**src/logic/sar_adc_pkg.sv**
```systemverilog
// shared constants and types of the sar converter sequencer
// assumes one 50 MHz system clock and an 8-bit register port
package sar_adc_pkg;

    // register offsets on the plain register port
    localparam logic [2:0] ADDR_MODE0 = 3'h0;
    localparam logic [2:0] ADDR_CHAN = 3'h1;
    localparam logic [2:0] ADDR_MODE2 = 3'h2;
    localparam logic [2:0] ADDR_RES_HIGH = 3'h3;
    localparam logic [2:0] ADDR_RES_LOW = 3'h4;
    localparam logic [2:0] ADDR_STATUS = 3'h5;

    // field positions
    localparam int START_POS = 7;
    localparam int ENABLE_POS = 0;
    localparam int RES8_POS = 0;
    localparam int BUSY_POS = 0;

    // result layout and approximation
    localparam int SAR_W = 10;
    localparam int RES_PAD = 6;
    localparam logic [3:0] TOP_BIT = 4'h9;
    localparam logic [3:0] LAST_BIT_10 = 4'h0;
    localparam logic [3:0] LAST_BIT_8 = 4'h2;
    localparam logic [9:0] SAR_HALF = 10'h200;
    localparam int NUM_CH = 4;

    // reset values
    localparam logic [7:0] RES_RESET = 8'h00;
    localparam logic [1:0] CHAN_RESET = 2'h0;

    // timing defaults, in system clock cycles
    localparam int CLK_MHZ = 50;
    localparam int SAMPLE_NS = 160;
    localparam int SAMPLE_CYCLES_DEF = (SAMPLE_NS * CLK_MHZ + 999) / 1000;
    localparam int BIT_CYCLES_DEF = 2;
    localparam int CNT_W = 8;

    typedef enum logic [3:0] {
        ST_STOP = 4'h1,
        ST_STANDBY = 4'h2,
        ST_SAMPLE = 4'h4,
        ST_TRIAL = 4'h8
    } conv_state_t;

    typedef struct packed {
        conv_state_t st;
        logic enable;
        logic start;
        logic res8;
        logic [1:0] chan;
        logic [1:0] conv_chan;
        logic [9:0] sar;
        logic [3:0] idx;
        logic [CNT_W-1:0] cnt;
        logic [7:0] res_hi;
        logic [7:0] res_lo;
        logic [7:0] rdata;
        logic irq;
    } seq_state_t;

    typedef struct packed {
        logic sample_en;
        logic hold_en;
        logic [3:0] input_sel;
        logic [9:0] tap_code;
    } analog_ctl_t;

endpackage

```
**src/logic/sar_adc_sequencer.sv**
```systemverilog
// control of a 10-bit successive approximation converter
// assumes a sample-hold, a tap string driven by tap_code and a comparator
// whose output comp_ge is synchronous to clk and valid one bit period on
//
// Local design decisions: the strobed register port and the register offsets.
`timescale 1ns/10ps
module sar_adc_sequencer
    import sar_adc_pkg::*;
#(
    parameter int SAMPLE_CYCLES = SAMPLE_CYCLES_DEF,
    parameter int BIT_CYCLES = BIT_CYCLES_DEF
) (
    // clock, reset, enable
    input wire logic clk,
    input wire logic reset_n,
    input wire logic ce,
    // register port
    input wire logic [2:0] addr,
    input wire logic [7:0] wdata,
    input wire logic wr,
    input wire logic rd,
    output logic [7:0] rdata,
    // analog side
    input wire logic comp_ge,
    output analog_ctl_t analog,
    // event
    output logic conversion_done_irq
);

    generate
        if (SAMPLE_CYCLES < 1 || SAMPLE_CYCLES > 255) begin : g_bad_sample
            $error("SAMPLE_CYCLES must be 1 to 255");
        end
        if (BIT_CYCLES < 1 || BIT_CYCLES > 255) begin : g_bad_bit
            $error("BIT_CYCLES must be 1 to 255");
        end
    endgenerate

    localparam logic [CNT_W-1:0] SAMPLE_LOAD = CNT_W'(SAMPLE_CYCLES - 1);
    localparam logic [CNT_W-1:0] BIT_LOAD = CNT_W'(BIT_CYCLES - 1);

    localparam seq_state_t STATE_RESET = '{
        st: ST_STOP,
        enable: 1'b0,
        start: 1'b0,
        res8: 1'b0,
        chan: CHAN_RESET,
        conv_chan: CHAN_RESET,
        sar: '0,
        idx: '0,
        cnt: '0,
        res_hi: RES_RESET,
        res_lo: RES_RESET,
        rdata: 8'h00,
        irq: 1'b0
    };

    seq_state_t state_reg;
    seq_state_t state_next;
    logic [9:0] decided;
    logic [3:0] last_bit;
    logic wr_mode0;
    logic busy;
    logic bit_end;

    assign last_bit = state_reg.res8 ? LAST_BIT_8 : LAST_BIT_10;
    assign wr_mode0 = wr && addr == ADDR_MODE0;
    assign busy = state_reg.st == ST_SAMPLE || state_reg.st == ST_TRIAL;
    assign bit_end = state_reg.st == ST_TRIAL && state_reg.cnt == '0;

    sar_bit_decide u_decide (
        .trial(state_reg.sar),
        .idx(state_reg.idx),
        .cmp_ge(comp_ge),
        .decided(decided)
    );

    always_comb begin
        state_next = state_reg;
        state_next.irq = 1'b0;
        state_next.rdata = 8'h00;

        // conversion progress
        unique case (state_reg.st)
            ST_STOP, ST_STANDBY: begin
            end
            ST_SAMPLE: begin
                if (state_reg.cnt == '0) begin
                    state_next.st = ST_TRIAL;
                    state_next.sar = SAR_HALF;
                    state_next.idx = TOP_BIT;
                    state_next.cnt = BIT_LOAD;
                end else begin
                    state_next.cnt = state_reg.cnt - 1'b1;
                end
            end
            ST_TRIAL: begin
                if (bit_end) begin
                    state_next.sar = decided;
                    if (state_reg.idx == last_bit) begin
                        // result moves and the interrupt fires together
                        state_next.res_hi = decided[9:2];
                        state_next.res_lo = state_reg.res8 ? 8'h00 :
                            {decided[1:0], RES_PAD'(0)};
                        state_next.irq = 1'b1;
                        state_next.start = 1'b0;
                        state_next.st = ST_STANDBY;
                    end else begin
                        state_next.idx = state_reg.idx - 4'h1;
                        state_next.cnt = BIT_LOAD;
                    end
                end else begin
                    state_next.cnt = state_reg.cnt - 1'b1;
                end
            end
            // a broken one-hot code restarts from stop
            default: begin
                state_next = STATE_RESET;
            end
        endcase

        // a mode0 write that clears start wins over the end-of-conversion update
        if (wr) begin
            unique case (addr)
                ADDR_MODE0: begin
                    state_next.enable = wdata[ENABLE_POS];
                    if (!wdata[START_POS]) begin
                        state_next.start = 1'b0;
                        if (busy) begin
                            state_next.st = ST_STANDBY;
                            state_next.res_hi = state_reg.res_hi;
                            state_next.res_lo = state_reg.res_lo;
                            state_next.irq = 1'b0;
                        end
                    end else if (state_reg.st == ST_STANDBY && state_reg.enable) begin
                        state_next.start = 1'b1;
                        state_next.st = ST_SAMPLE;
                        state_next.conv_chan = state_reg.chan;
                        state_next.cnt = SAMPLE_LOAD;
                    end
                end
                // channel changes during a conversion do not reach it
                ADDR_CHAN: state_next.chan = wdata[1:0];
                ADDR_MODE2: state_next.res8 = wdata[RES8_POS];
                default: begin
                end
            endcase
        end

        // enable moves between stop and standby
        if (state_next.st == ST_STOP && state_next.enable) begin
            state_next.st = ST_STANDBY;
        end else if (state_next.st == ST_STANDBY && !state_next.enable) begin
            state_next.st = ST_STOP;
        end

        if (rd) begin
            unique case (addr)
                ADDR_MODE0: state_next.rdata = {state_reg.start, 6'h00, state_reg.enable};
                ADDR_CHAN: state_next.rdata = {6'h00, state_reg.chan};
                ADDR_MODE2: state_next.rdata = {7'h00, state_reg.res8};
                ADDR_RES_HIGH: state_next.rdata = state_reg.res_hi;
                ADDR_RES_LOW: state_next.rdata = state_reg.res_lo;
                ADDR_STATUS: state_next.rdata = {7'h00, busy};
                default: state_next.rdata = 8'h00;
            endcase
        end
    end

    always_ff @(posedge clk) begin
        if (!reset_n) begin
            state_reg <= STATE_RESET;
        end else if (ce) begin
            state_reg <= state_next;
        end
    end

    // analog controls come straight from state flops
    assign analog.sample_en = state_reg.st == ST_SAMPLE;
    assign analog.hold_en = state_reg.st == ST_TRIAL;
    assign analog.tap_code = state_reg.sar;

    genvar c;
    generate
        for (c = 0; c < NUM_CH; c++) begin : g_chan
            // unused inputs stay off so they are not loaded while idle
            assign analog.input_sel[c] = busy && state_reg.conv_chan == 2'(c);
        end
    endgenerate

    assign rdata = state_reg.rdata;
    assign conversion_done_irq = state_reg.irq;

    a_reset_clears: assert property (
        @(posedge clk) !reset_n |=> state_reg.res_hi == 8'h00 && state_reg.res_lo == 8'h00)
        else $error("result not cleared by reset");

    a_sample_to_hold: assert property (
        @(posedge clk) disable iff (!reset_n)
        ce && state_reg.st == ST_SAMPLE && state_reg.cnt == '0 && !wr_mode0
        |=> analog.hold_en && !analog.sample_en && analog.tap_code == 10'h200
            && state_reg.idx == 4'h9)
        else $error("hold or half tap missing after sampling");

    a_start_needs_enable: assert property (
        @(posedge clk) disable iff (!reset_n)
        ce && wr_mode0 && wdata[7] && !state_reg.enable && !busy
        |=> !analog.sample_en && !state_reg.start)
        else $error("conversion started while disabled");

    a_enable_standby: assert property (
        @(posedge clk) disable iff (!reset_n)
        ce && state_reg.st == ST_STOP && wr_mode0 && wdata[0]
        |=> state_reg.st == ST_STANDBY)
        else $error("enable did not reach standby");

    a_done_standby: assert property (
        @(posedge clk) disable iff (!reset_n)
        conversion_done_irq && $past(ce)
        |-> (state_reg.st == ST_STANDBY || state_reg.st == ST_STOP) && !state_reg.start
            && $past(state_reg.st) == ST_TRIAL)
        else $error("done without return to standby");

    a_result_scale: assert property (
        @(posedge clk) disable iff (!reset_n)
        conversion_done_irq && !state_reg.res8
        |-> {state_reg.res_hi, state_reg.res_lo} == {state_reg.sar, 6'h00})
        else $error("result word is not trial value times 64");

    a_res8_low_zero: assert property (
        @(posedge clk) disable iff (!reset_n)
        conversion_done_irq && state_reg.res8 |-> state_reg.res_lo == 8'h00)
        else $error("low result not zero in 8-bit mode");

    a_abort_standby: assert property (
        @(posedge clk) disable iff (!reset_n)
        ce && busy && wr_mode0 && !wdata[7]
        |=> !busy && !conversion_done_irq && $stable(state_reg.res_hi))
        else $error("clearing start did not abandon conversion");

    a_bit_period: assert property (
        @(posedge clk) disable iff (!reset_n)
        ce && bit_end && state_reg.idx != last_bit && !wr_mode0
        |=> state_reg.idx == $past(state_reg.idx) - 4'h1 && analog.hold_en)
        else $error("trial did not step one bit down");

    a_trial_decides: assert property (
        @(posedge clk) disable iff (!reset_n)
        ce && bit_end
        |=> analog.tap_code[$past(state_reg.idx)] == $past(comp_ge))
        else $error("decided bit differs from comparator");

    a_next_tentative: assert property (
        @(posedge clk) disable iff (!reset_n)
        ce && bit_end && state_reg.idx != 4'h0
        |=> analog.tap_code[$past(state_reg.idx) - 4'h1])
        else $error("next trial bit not set");

    a_upper_kept: assert property (
        @(posedge clk) disable iff (!reset_n)
        ce && bit_end
        |=> ((analog.tap_code >> $past(state_reg.idx)) >> 1)
            == (($past(analog.tap_code) >> $past(state_reg.idx)) >> 1))
        else $error("decided upper bits changed");

    a_lower_clear: assert property (
        @(posedge clk) disable iff (!reset_n)
        state_reg.st == ST_TRIAL
        |-> analog.tap_code[state_reg.idx]
            && (analog.tap_code & ((10'h001 << state_reg.idx) - 10'h001)) == 10'h000)
        else $error("trial bit or lower bits wrong");

    a_hold_through: assert property (
        @(posedge clk) disable iff (!reset_n)
        ce && state_reg.st == ST_TRIAL && !bit_end && !wr_mode0
        |=> analog.hold_en && !analog.sample_en)
        else $error("hold dropped before conversion end");

    a_sample_count: assert property (
        @(posedge clk) disable iff (!reset_n)
        ce && state_reg.st == ST_SAMPLE && state_reg.cnt != '0 && !wr_mode0
        |=> analog.sample_en && state_reg.cnt == $past(state_reg.cnt) - 1'b1)
        else $error("sampling count did not step");

    a_start_loads: assert property (
        @(posedge clk) disable iff (!reset_n)
        ce && wr_mode0 && wdata[START_POS] && state_reg.st == ST_STANDBY && state_reg.enable
        |=> analog.sample_en && state_reg.start && state_reg.cnt == SAMPLE_LOAD
            && state_reg.conv_chan == $past(state_reg.chan))
        else $error("start did not begin sampling on the chosen channel");

    a_select_active: assert property (
        @(posedge clk) disable iff (!reset_n)
        busy |-> $onehot(analog.input_sel) && analog.input_sel[state_reg.conv_chan])
        else $error("input select not one-hot on the latched channel");

    a_select_idle: assert property (
        @(posedge clk) disable iff (!reset_n)
        !busy |-> analog.input_sel == 4'h0)
        else $error("input selected while idle");

    a_irq_pulse: assert property (
        @(posedge clk) disable iff (!reset_n)
        ce && conversion_done_irq |=> !conversion_done_irq)
        else $error("done interrupt longer than one cycle");

    a_result_held: assert property (
        @(posedge clk) disable iff (!reset_n)
        ce && !(bit_end && state_reg.idx == last_bit)
        |=> $stable(state_reg.res_hi) && $stable(state_reg.res_lo))
        else $error("result changed outside conversion end");

    a_done_high: assert property (
        @(posedge clk) disable iff (!reset_n)
        conversion_done_irq |-> state_reg.res_hi == state_reg.sar[9:2])
        else $error("high result is not the upper trial bits");

    a_stop_disable: assert property (
        @(posedge clk) disable iff (!reset_n)
        ce && state_reg.st == ST_STANDBY && wr_mode0 && !wdata[ENABLE_POS] && !wdata[START_POS]
        |=> state_reg.st == ST_STOP && !analog.sample_en)
        else $error("clearing enable in standby did not stop");

    a_trial_count: assert property (
        @(posedge clk) disable iff (!reset_n)
        conversion_done_irq && $past(ce)
        |-> $past(state_reg.idx) == ($past(state_reg.res8) ? LAST_BIT_8 : LAST_BIT_10))
        else $error("conversion ended on the wrong bit");

    a_collision_wins: assert property (
        @(posedge clk) disable iff (!reset_n)
        ce && wr_mode0 && !wdata[START_POS] && bit_end && state_reg.idx == last_bit
        |=> !conversion_done_irq && $stable(state_reg.res_hi) && $stable(state_reg.res_lo))
        else $error("mode write lost against conversion end");

endmodule

```
**src/logic/sar_bit_decide.sv**
```systemverilog
// decides one trial bit and sets the next one tentatively
// assumes idx names the bit under trial and cmp_ge is held >= tap
`timescale 1ns/10ps
module sar_bit_decide
    import sar_adc_pkg::*;
(
    // trial in
    input wire logic [9:0] trial,
    input wire logic [3:0] idx,
    input wire logic cmp_ge,
    // decided value out
    output logic [9:0] decided
);

    genvar b;
    generate
        for (b = 0; b < SAR_W; b++) begin : g_bit
            always_comb begin
                if (4'(b) > idx) begin
                    decided[b] = trial[b];
                end else if (4'(b) == idx) begin
                    decided[b] = cmp_ge;
                end else if (idx != 4'h0 && 4'(b) == idx - 4'h1) begin
                    decided[b] = 1'b1;
                end else begin
                    decided[b] = 1'b0;
                end
            end
        end
    endgenerate

endmodule

```
**config.mk**
```make
export PLATFORM = sky130hd
export DESIGN_NAME = sar_adc_sequencer
export DESIGN_NICKNAME = d
export VERILOG_FILES = /design/src/logic/sar_adc_pkg.sv /design/src/logic/sar_adc_sequencer.sv /design/src/logic/sar_bit_decide.sv
export SDC_FILE = /design/constraint.sdc
export NUM_CORES = 1
export LEC_CHECK = 0
export ABC_CLOCK_PERIOD_IN_PS = 3450
export BUFFER_PORTS_ARGS = -buffer_cell sky130_fd_sc_hd__buf_2
export CORE_MARGIN = 8
export CORE_UTILIZATION = 40
export CTS_CLUSTER_SIZE = 16
export DETAILED_ROUTE_END_ITERATION = 8
export GPL_TIMING_DRIVEN = 1
export SLEW_MARGIN = 20
export SYNTH_ARGS = -nofsm -noshare
export SYNTH_HDL_FRONTEND = slang
export SYNTH_SLANG_ARGS = --single-unit
```
**constraint.sdc**
```tcl
create_clock -name clk -period 3.45 [get_ports clk]
set_input_delay 0.345 -clock clk [delete_from_list [all_inputs] [get_ports clk]]
set_output_delay 0.345 -clock clk [all_outputs]
set_load 0.01 [all_outputs]
```
# == Word-level counts from Yosys, hierarchy flattened ==
# Index checks and enable logic that the tools add are counted.
# classes
addsub,2
n_eq_ne,37
n_mul,0
div,0
n_reduce_logical,32
bitwise,1
n_shift,0
n_lt_le_gt_ge,10
muxes,79
# ops
cell,n
$pmux 22 s3,1
$mux 16,4
$mux 24,2
$mux 8,6
$pmux 8 s6,1
$mux 1,43
$eq 3x4->1 const A,8
$mux 4,8
$pmux 16 s2,1
$mux 14,2
$logic_and 1x1->1,18
$eq 2x4->1 const A,4
$eq 4x4->1 const A,4
$gt 3x4->1 const A,4
$mux 12,1
$pmux 4 s3,1
$mux 11,1
$mux 2,5
$eq 1x4->1 const A,2
$eq 4x1->1 const B,2
$eq 4x2->1 const B,2
$gt 1x4->1 const A,2
$gt 2x4->1 const A,2
$gt 4x4->1 const A,2
30 further kinds,35
# word_totals
elab_cells,174
in_bits,17
mem_count,0
ramBits,0
mem_bits_ro,0
output_inout_bits,25
latchBits,0
register_bits,58

# == Logic depth before layout (Yosys ltp) ==
# logic_depth
word_depth,14
mapped_depth,10
depth_no_buf,8

# == Modules after synthesis ==
# A second synthesis with hierarchy kept.
# hier_totals
cells_unflattened,400
hier_area_um2,3251.9
# by_module_without_submodules
module,cells_each,instances,seq_area_each_um2,area_each_um2
sar_adc_sequencer,359,1,1041.0,2995.4
sar_bit_decide,41,1,0.0,256.5

# == Worst setup path before layout ==
# Ideal clock, no wire load.
# synth_path
path_kind,register to register
start,register state_reg[34] (netlist bit)
end,register state_reg[15] (netlist bit)
t_required_ns,3.380
t_arrival_ns,2.420
setup_ns,0.070
path_stages_with_launch,10
slack_ns,0.960
synth_period_minus_slack_ns,2.490
path_cell_list,dfxtp_1 -> buf_2 -> inv_1 -> ha_1 -> clkbuf_1 -> or4b_2 -> a21oi_1 -> a21oi_1 -> or4_1 -> a21oi_1
# synth_between
elab_chain_len,14
# synth_lines
element,line,rtl
"start, declared",sar_adc_sequencer.sv:58,seq_state_t state_reg;
"start signal, assigned",sar_adc_sequencer.sv:174,state_reg <= state_next;
$sub 4x1->4,sar_bit_decide.sv:23,end else if (idx != 4'h0 && 4'(b) == idx - 4'h1) begin
$logic_not 4->1,sar_bit_decide.sv:23,
$logic_and 1x1->1,sar_bit_decide.sv:23,
$mux 1,sar_bit_decide.sv:23,
$mux 1,sar_bit_decide.sv:21,end else if (4'(b) == idx) begin
$mux 1,sar_bit_decide.sv:19,if (4'(b) > idx) begin
$mux 8,sar_adc_sequencer.sv:103,state_next.res_lo = state_reg.res8 ? 8'h00 :
$mux 16 (*),sar_adc_sequencer.sv:100,if (state_reg.idx == last_bit) begin
$mux 16 (*),sar_adc_sequencer.sv:98,if (bit_end) begin
$pmux 16 s2 (*),sar_adc_sequencer.sv:84,unique case (state_reg.st)
$mux 16,sar_adc_sequencer.sv:129,if (busy) begin
$mux 16,sar_adc_sequencer.sv:127,if (!wdata[START_POS]) begin
$mux 24,sar_adc_sequencer.sv:124,unique case (addr)
$mux 24 (*),sar_adc_sequencer.sv:123,if (wr) begin
# Mark *: on every way between the ends. The rest lies on a longest branch, timed or not. The select of a mux whose other input is x is not followed.
# A chain may end at the register's enable or synchronous reset.

# == Final worst setup path ==
# layout_path
start,register state_reg[33] (netlist bit)
end,register state_reg[17] (netlist bit)
# layout_between
elab_chain_len,13
# layout_lines
element,line
$sub 4x1->4,sar_bit_decide.sv:23
$eq 2x4->1,sar_bit_decide.sv:23
$logic_and 1x1->1,sar_bit_decide.sv:23
$mux 1,sar_bit_decide.sv:23
$mux 1,sar_bit_decide.sv:21
$mux 1,sar_bit_decide.sv:19
$mux 16 (*),sar_adc_sequencer.sv:100
$mux 16 (*),sar_adc_sequencer.sv:98
$pmux 16 s2 (*),sar_adc_sequencer.sv:84
$mux 16,sar_adc_sequencer.sv:129
$mux 16,sar_adc_sequencer.sv:127
$mux 24,sar_adc_sequencer.sv:124
$mux 24 (*),sar_adc_sequencer.sv:123
# Marks and branches as above.

==> flow_metrics.tcl <==
set metrics [dict create \
    status "complete, no violations" \
    ant_nets 0 \
    leakagePower_nw 1.329 \
    fillers 882 \
    cts_max_path_buffers 2 \
    rr_endpoint "state_reg[17]$_SDFFE_PN0P_" \
    hold_buffers 0 \
    die_height_um 106.8 \
    fin_worst_skew_ns 0.007025 \
    power_mw 1.101 \
    yosysMostFrequentCell "dfxtp_1" \
    firstDrtPassIters 4 \
    dpl.hpwl_um 6309 \
    rows 33 \
    setup_viol 0 \
    synth_compound_area_frac 0.2404 \
    timing.critical_path.to_type "register" \
    clock-sinks 52 \
    synth_ff_type "dfxtp_1" \
    antenna_found_initial 0 \
    muxShareOfSynthArea 0.03722 \
    track_usage 0.1545 \
    start_util 0.4071 \
    syn_to_final_growth_pct 5.507 \
    startpoint "state_reg[33]$_SDFFE_PN0P_" \
    critPathMaxFanout 16 \
    diodes 0 \
    grt_pass1_wl_um 14570 \
    synth_area_leaders "dfxtp_1 32%, a21oi_1 6.1%, o21ai_0 5.6%" \
    dieArea_um2 11400 \
    htree_levels 2 \
    yosys.area_share.adder 0.03038 \
    cts_root_buf "clkbuf_8" \
    yosys.area_share.xor_xnor 0.01329 \
    synth_top_family_by_area "simple AND/OR/NAND/NOR gates" \
    wl_um 8654 \
    core_area_um2 8093 \
    layout-drive-gt1-share 0.1438 \
    max_cap_viol_count 0 \
    multi_input_area_um2 1932 \
    finalMaxSlewViolations 0 \
    r2r_slack_ns 0.68 \
    clk_pin_slew_ns 0.11 \
    postSynthAreaPerCell_um2 7.470 \
    rsz0062_at_grt "no" \
    cts_inserted_buffers 5 \
    nNetsFinal 462 \
    clk_latency_ns 0.31 \
    syn_nets 466 \
    critPathArrivalTime_ns 3.03 \
    drtIter0Drc 159 \
    worstSetupPathType "register to register" \
    ys_seq_elements 52 \
    synthTopCellsByCount "52 x dfxtp_1, 47 x nor2_1, 42 x nand2_1" \
    synth_edf_count 0 \
    hold_start "wdata[1]" \
    final_util 0.4295 \
    max_slew_margin 0.5607 \
    dpl_cell_area_um2 3378 \
    ioPinCount 42 \
    yosys.area.top_type "dfxtp_1" \
    grt-ovfl-total 0 \
    syn-cell-area_um2 3294 \
    seq_area_frac_synth 0.3160 \
    cp-start-kind "register" \
    grt_pass1_vias 2867 \
    fp.dieW_um 106.8 \
    ir_drop_uv 201.8 \
    finalHoldViolCount 0 \
    async_reset_ff_frac 0 \
    wl_per_cell_um 15.94 \
    portBuffers 36 \
    routed_via_density 5.654 \
    cp.required_ns 3.70 \
    grt_max_degree 29 \
    post_cts_buffers 0 \
    drcViolationCount 0 \
    hp-class "input pin to register" \
    yosysUniqueCellTypes 57 \
    ys.warnings.count 0 \
    fin_crit_ns 2.771 \
    regArea_um2 1041 \
    synth_simple_gate_area_share 0.2651 \
    fin_crit_sh 0.8031 \
    cts.repair.resized 0 \
    cts_tree "yes" \
    rr_startpoint "state_reg[33]$_SDFFE_PN0P_" \
    worst_pin_slew_ns 0.6497 \
    fmax_mhz 360.9 \
    place_congestion 0.8693 \
    tns_ns 0 \
    r2r_cells 9 \
    netlist_instances 441 \
    crit_end "state_reg[17]$_SDFFE_PN0P_" \
    hold_depth 3 \
    largest_register_ffs 33 \
    yosysTopAreaCellShare 0.3160 \
    vias 3070 \
    postLayoutCellArea_um2 3476 \
    power_density_nw_per_um2 316.7 \
]
[routing by layer]
layer | up-vias | wire, µm | part of all wire | global-route usage
li1 | 1552 | - | - | -
met1 | 1455 | 4106 | 0.47 | 0.2041
met2 | 59 | 4098 | 0.47 | 0.2562
met3 | 4 | 392 | 0.045 | 0.02340
met4 | 0 | 56 | 0.0065 | 0.03920
met5 | - | 0 | 0 | 0
[layout by cell type (no fill, tap or decap), types with 4 or more instances in the layout]
| cell | count |
|---|---|
| nor3b_1 | 5 |
| inv_1 | 10 |
| o21ai_0 | 37 |
| nand2b_1 | 4 |
| dfxtp_1 | 52 |
| a22oi_1 | 5 |
| ha_1 | 8 |
| nor3_1 | 11 |
| nor4b_1 | 4 |
| mux2i_1 | 10 |
| nor2b_1 | 5 |
| and2_1 | 4 |
| nand3b_1 | 4 |
| nand3_1 | 21 |
| clkbuf_8 | 5 |
| or4_1 | 4 |
| nand2_1 | 42 |
| xor2_1 | 4 |
| or3_1 | 4 |
| a21oi_1 | 40 |
| nor2_1 | 47 |
| buf_2 | 36 |
| buf_4 | 7 |
| a31oi_1 | 13 |
[report_power, final]
group	internal [mW]	switching [mW]
Clock	0.154	0.234
Combinational	0.0327	0.0684
Sequential	0.604	0.00806
Total	0.790	0.310
[per-stage QoR]
| step | setup WS, ns | hold slack (ns) | std cells |
|---|---|---|---|
| floorplan | 0.9600 | 0.4320 | 441 |
| global placement | 0.8200 | 0.4397 | 535 |
| detailed placement | 0.8219 | 0.4519 | 535 |
| CTS | 0.7733 | 0.2546 | 543 |
| global route | 0.4035 | 0.2759 | 543 |
| finish | 0.6794 | 0.2589 | 543 |
[critical path, cell delays in order (launching register included)]
cell and delay [ns]:
dfxtp_1 0.64, inv_1 0.21, ha_1 0.26, buf_4 0.19, nor3b_1 0.28, nand3b_1 0.11
a2111oi_0 0.42, a31oi_1 0.16, or2_2 0.32, a21oi_1 0.11
[cell type report]
type / count / area share
multi-input combinational: 324 / 0.5558
sequential: 52 / 0.2995
timing repair buffer: 43 / 0.06695
tap: 105 / 0.03780
clock buffer: 5 / 0.01980
inverter: 11 / 0.01188
clock inverter: 3 / 0.008279
[cells by family (layout without fill, tap and decap cells)]
kind of cell / after synthesis / in the layout
and+or+nand+nor: 173 / 173
xor gates and xnor gates: 5 / 5
adders and majority gates: 8 / 8
buffers and inverters: 65 / 62
muxes: 11 / 11
DFF: 52 / 52
AOI/OAI and AO/OA: 127 / 127
[worst min-delay path by stage]
stage	slack (ns)	end
2_1_floorplan	0.43	state_reg[16]$_SDFFE_PN0P_
3_3_place_gp	0.44	analog[0]$_SDFFE_PN0P_
3_5_place_dp	0.45	state_reg[17]$_SDFFE_PN0P_
4_1_cts	0.25	state_reg[50]$_SDFFE_PN0P_
5_1_grt	0.28	state_reg[50]$_SDFFE_PN0P_
6_report	0.26	state_reg[50]$_SDFFE_PN0P_
Power figures use the tool's default switching activity.
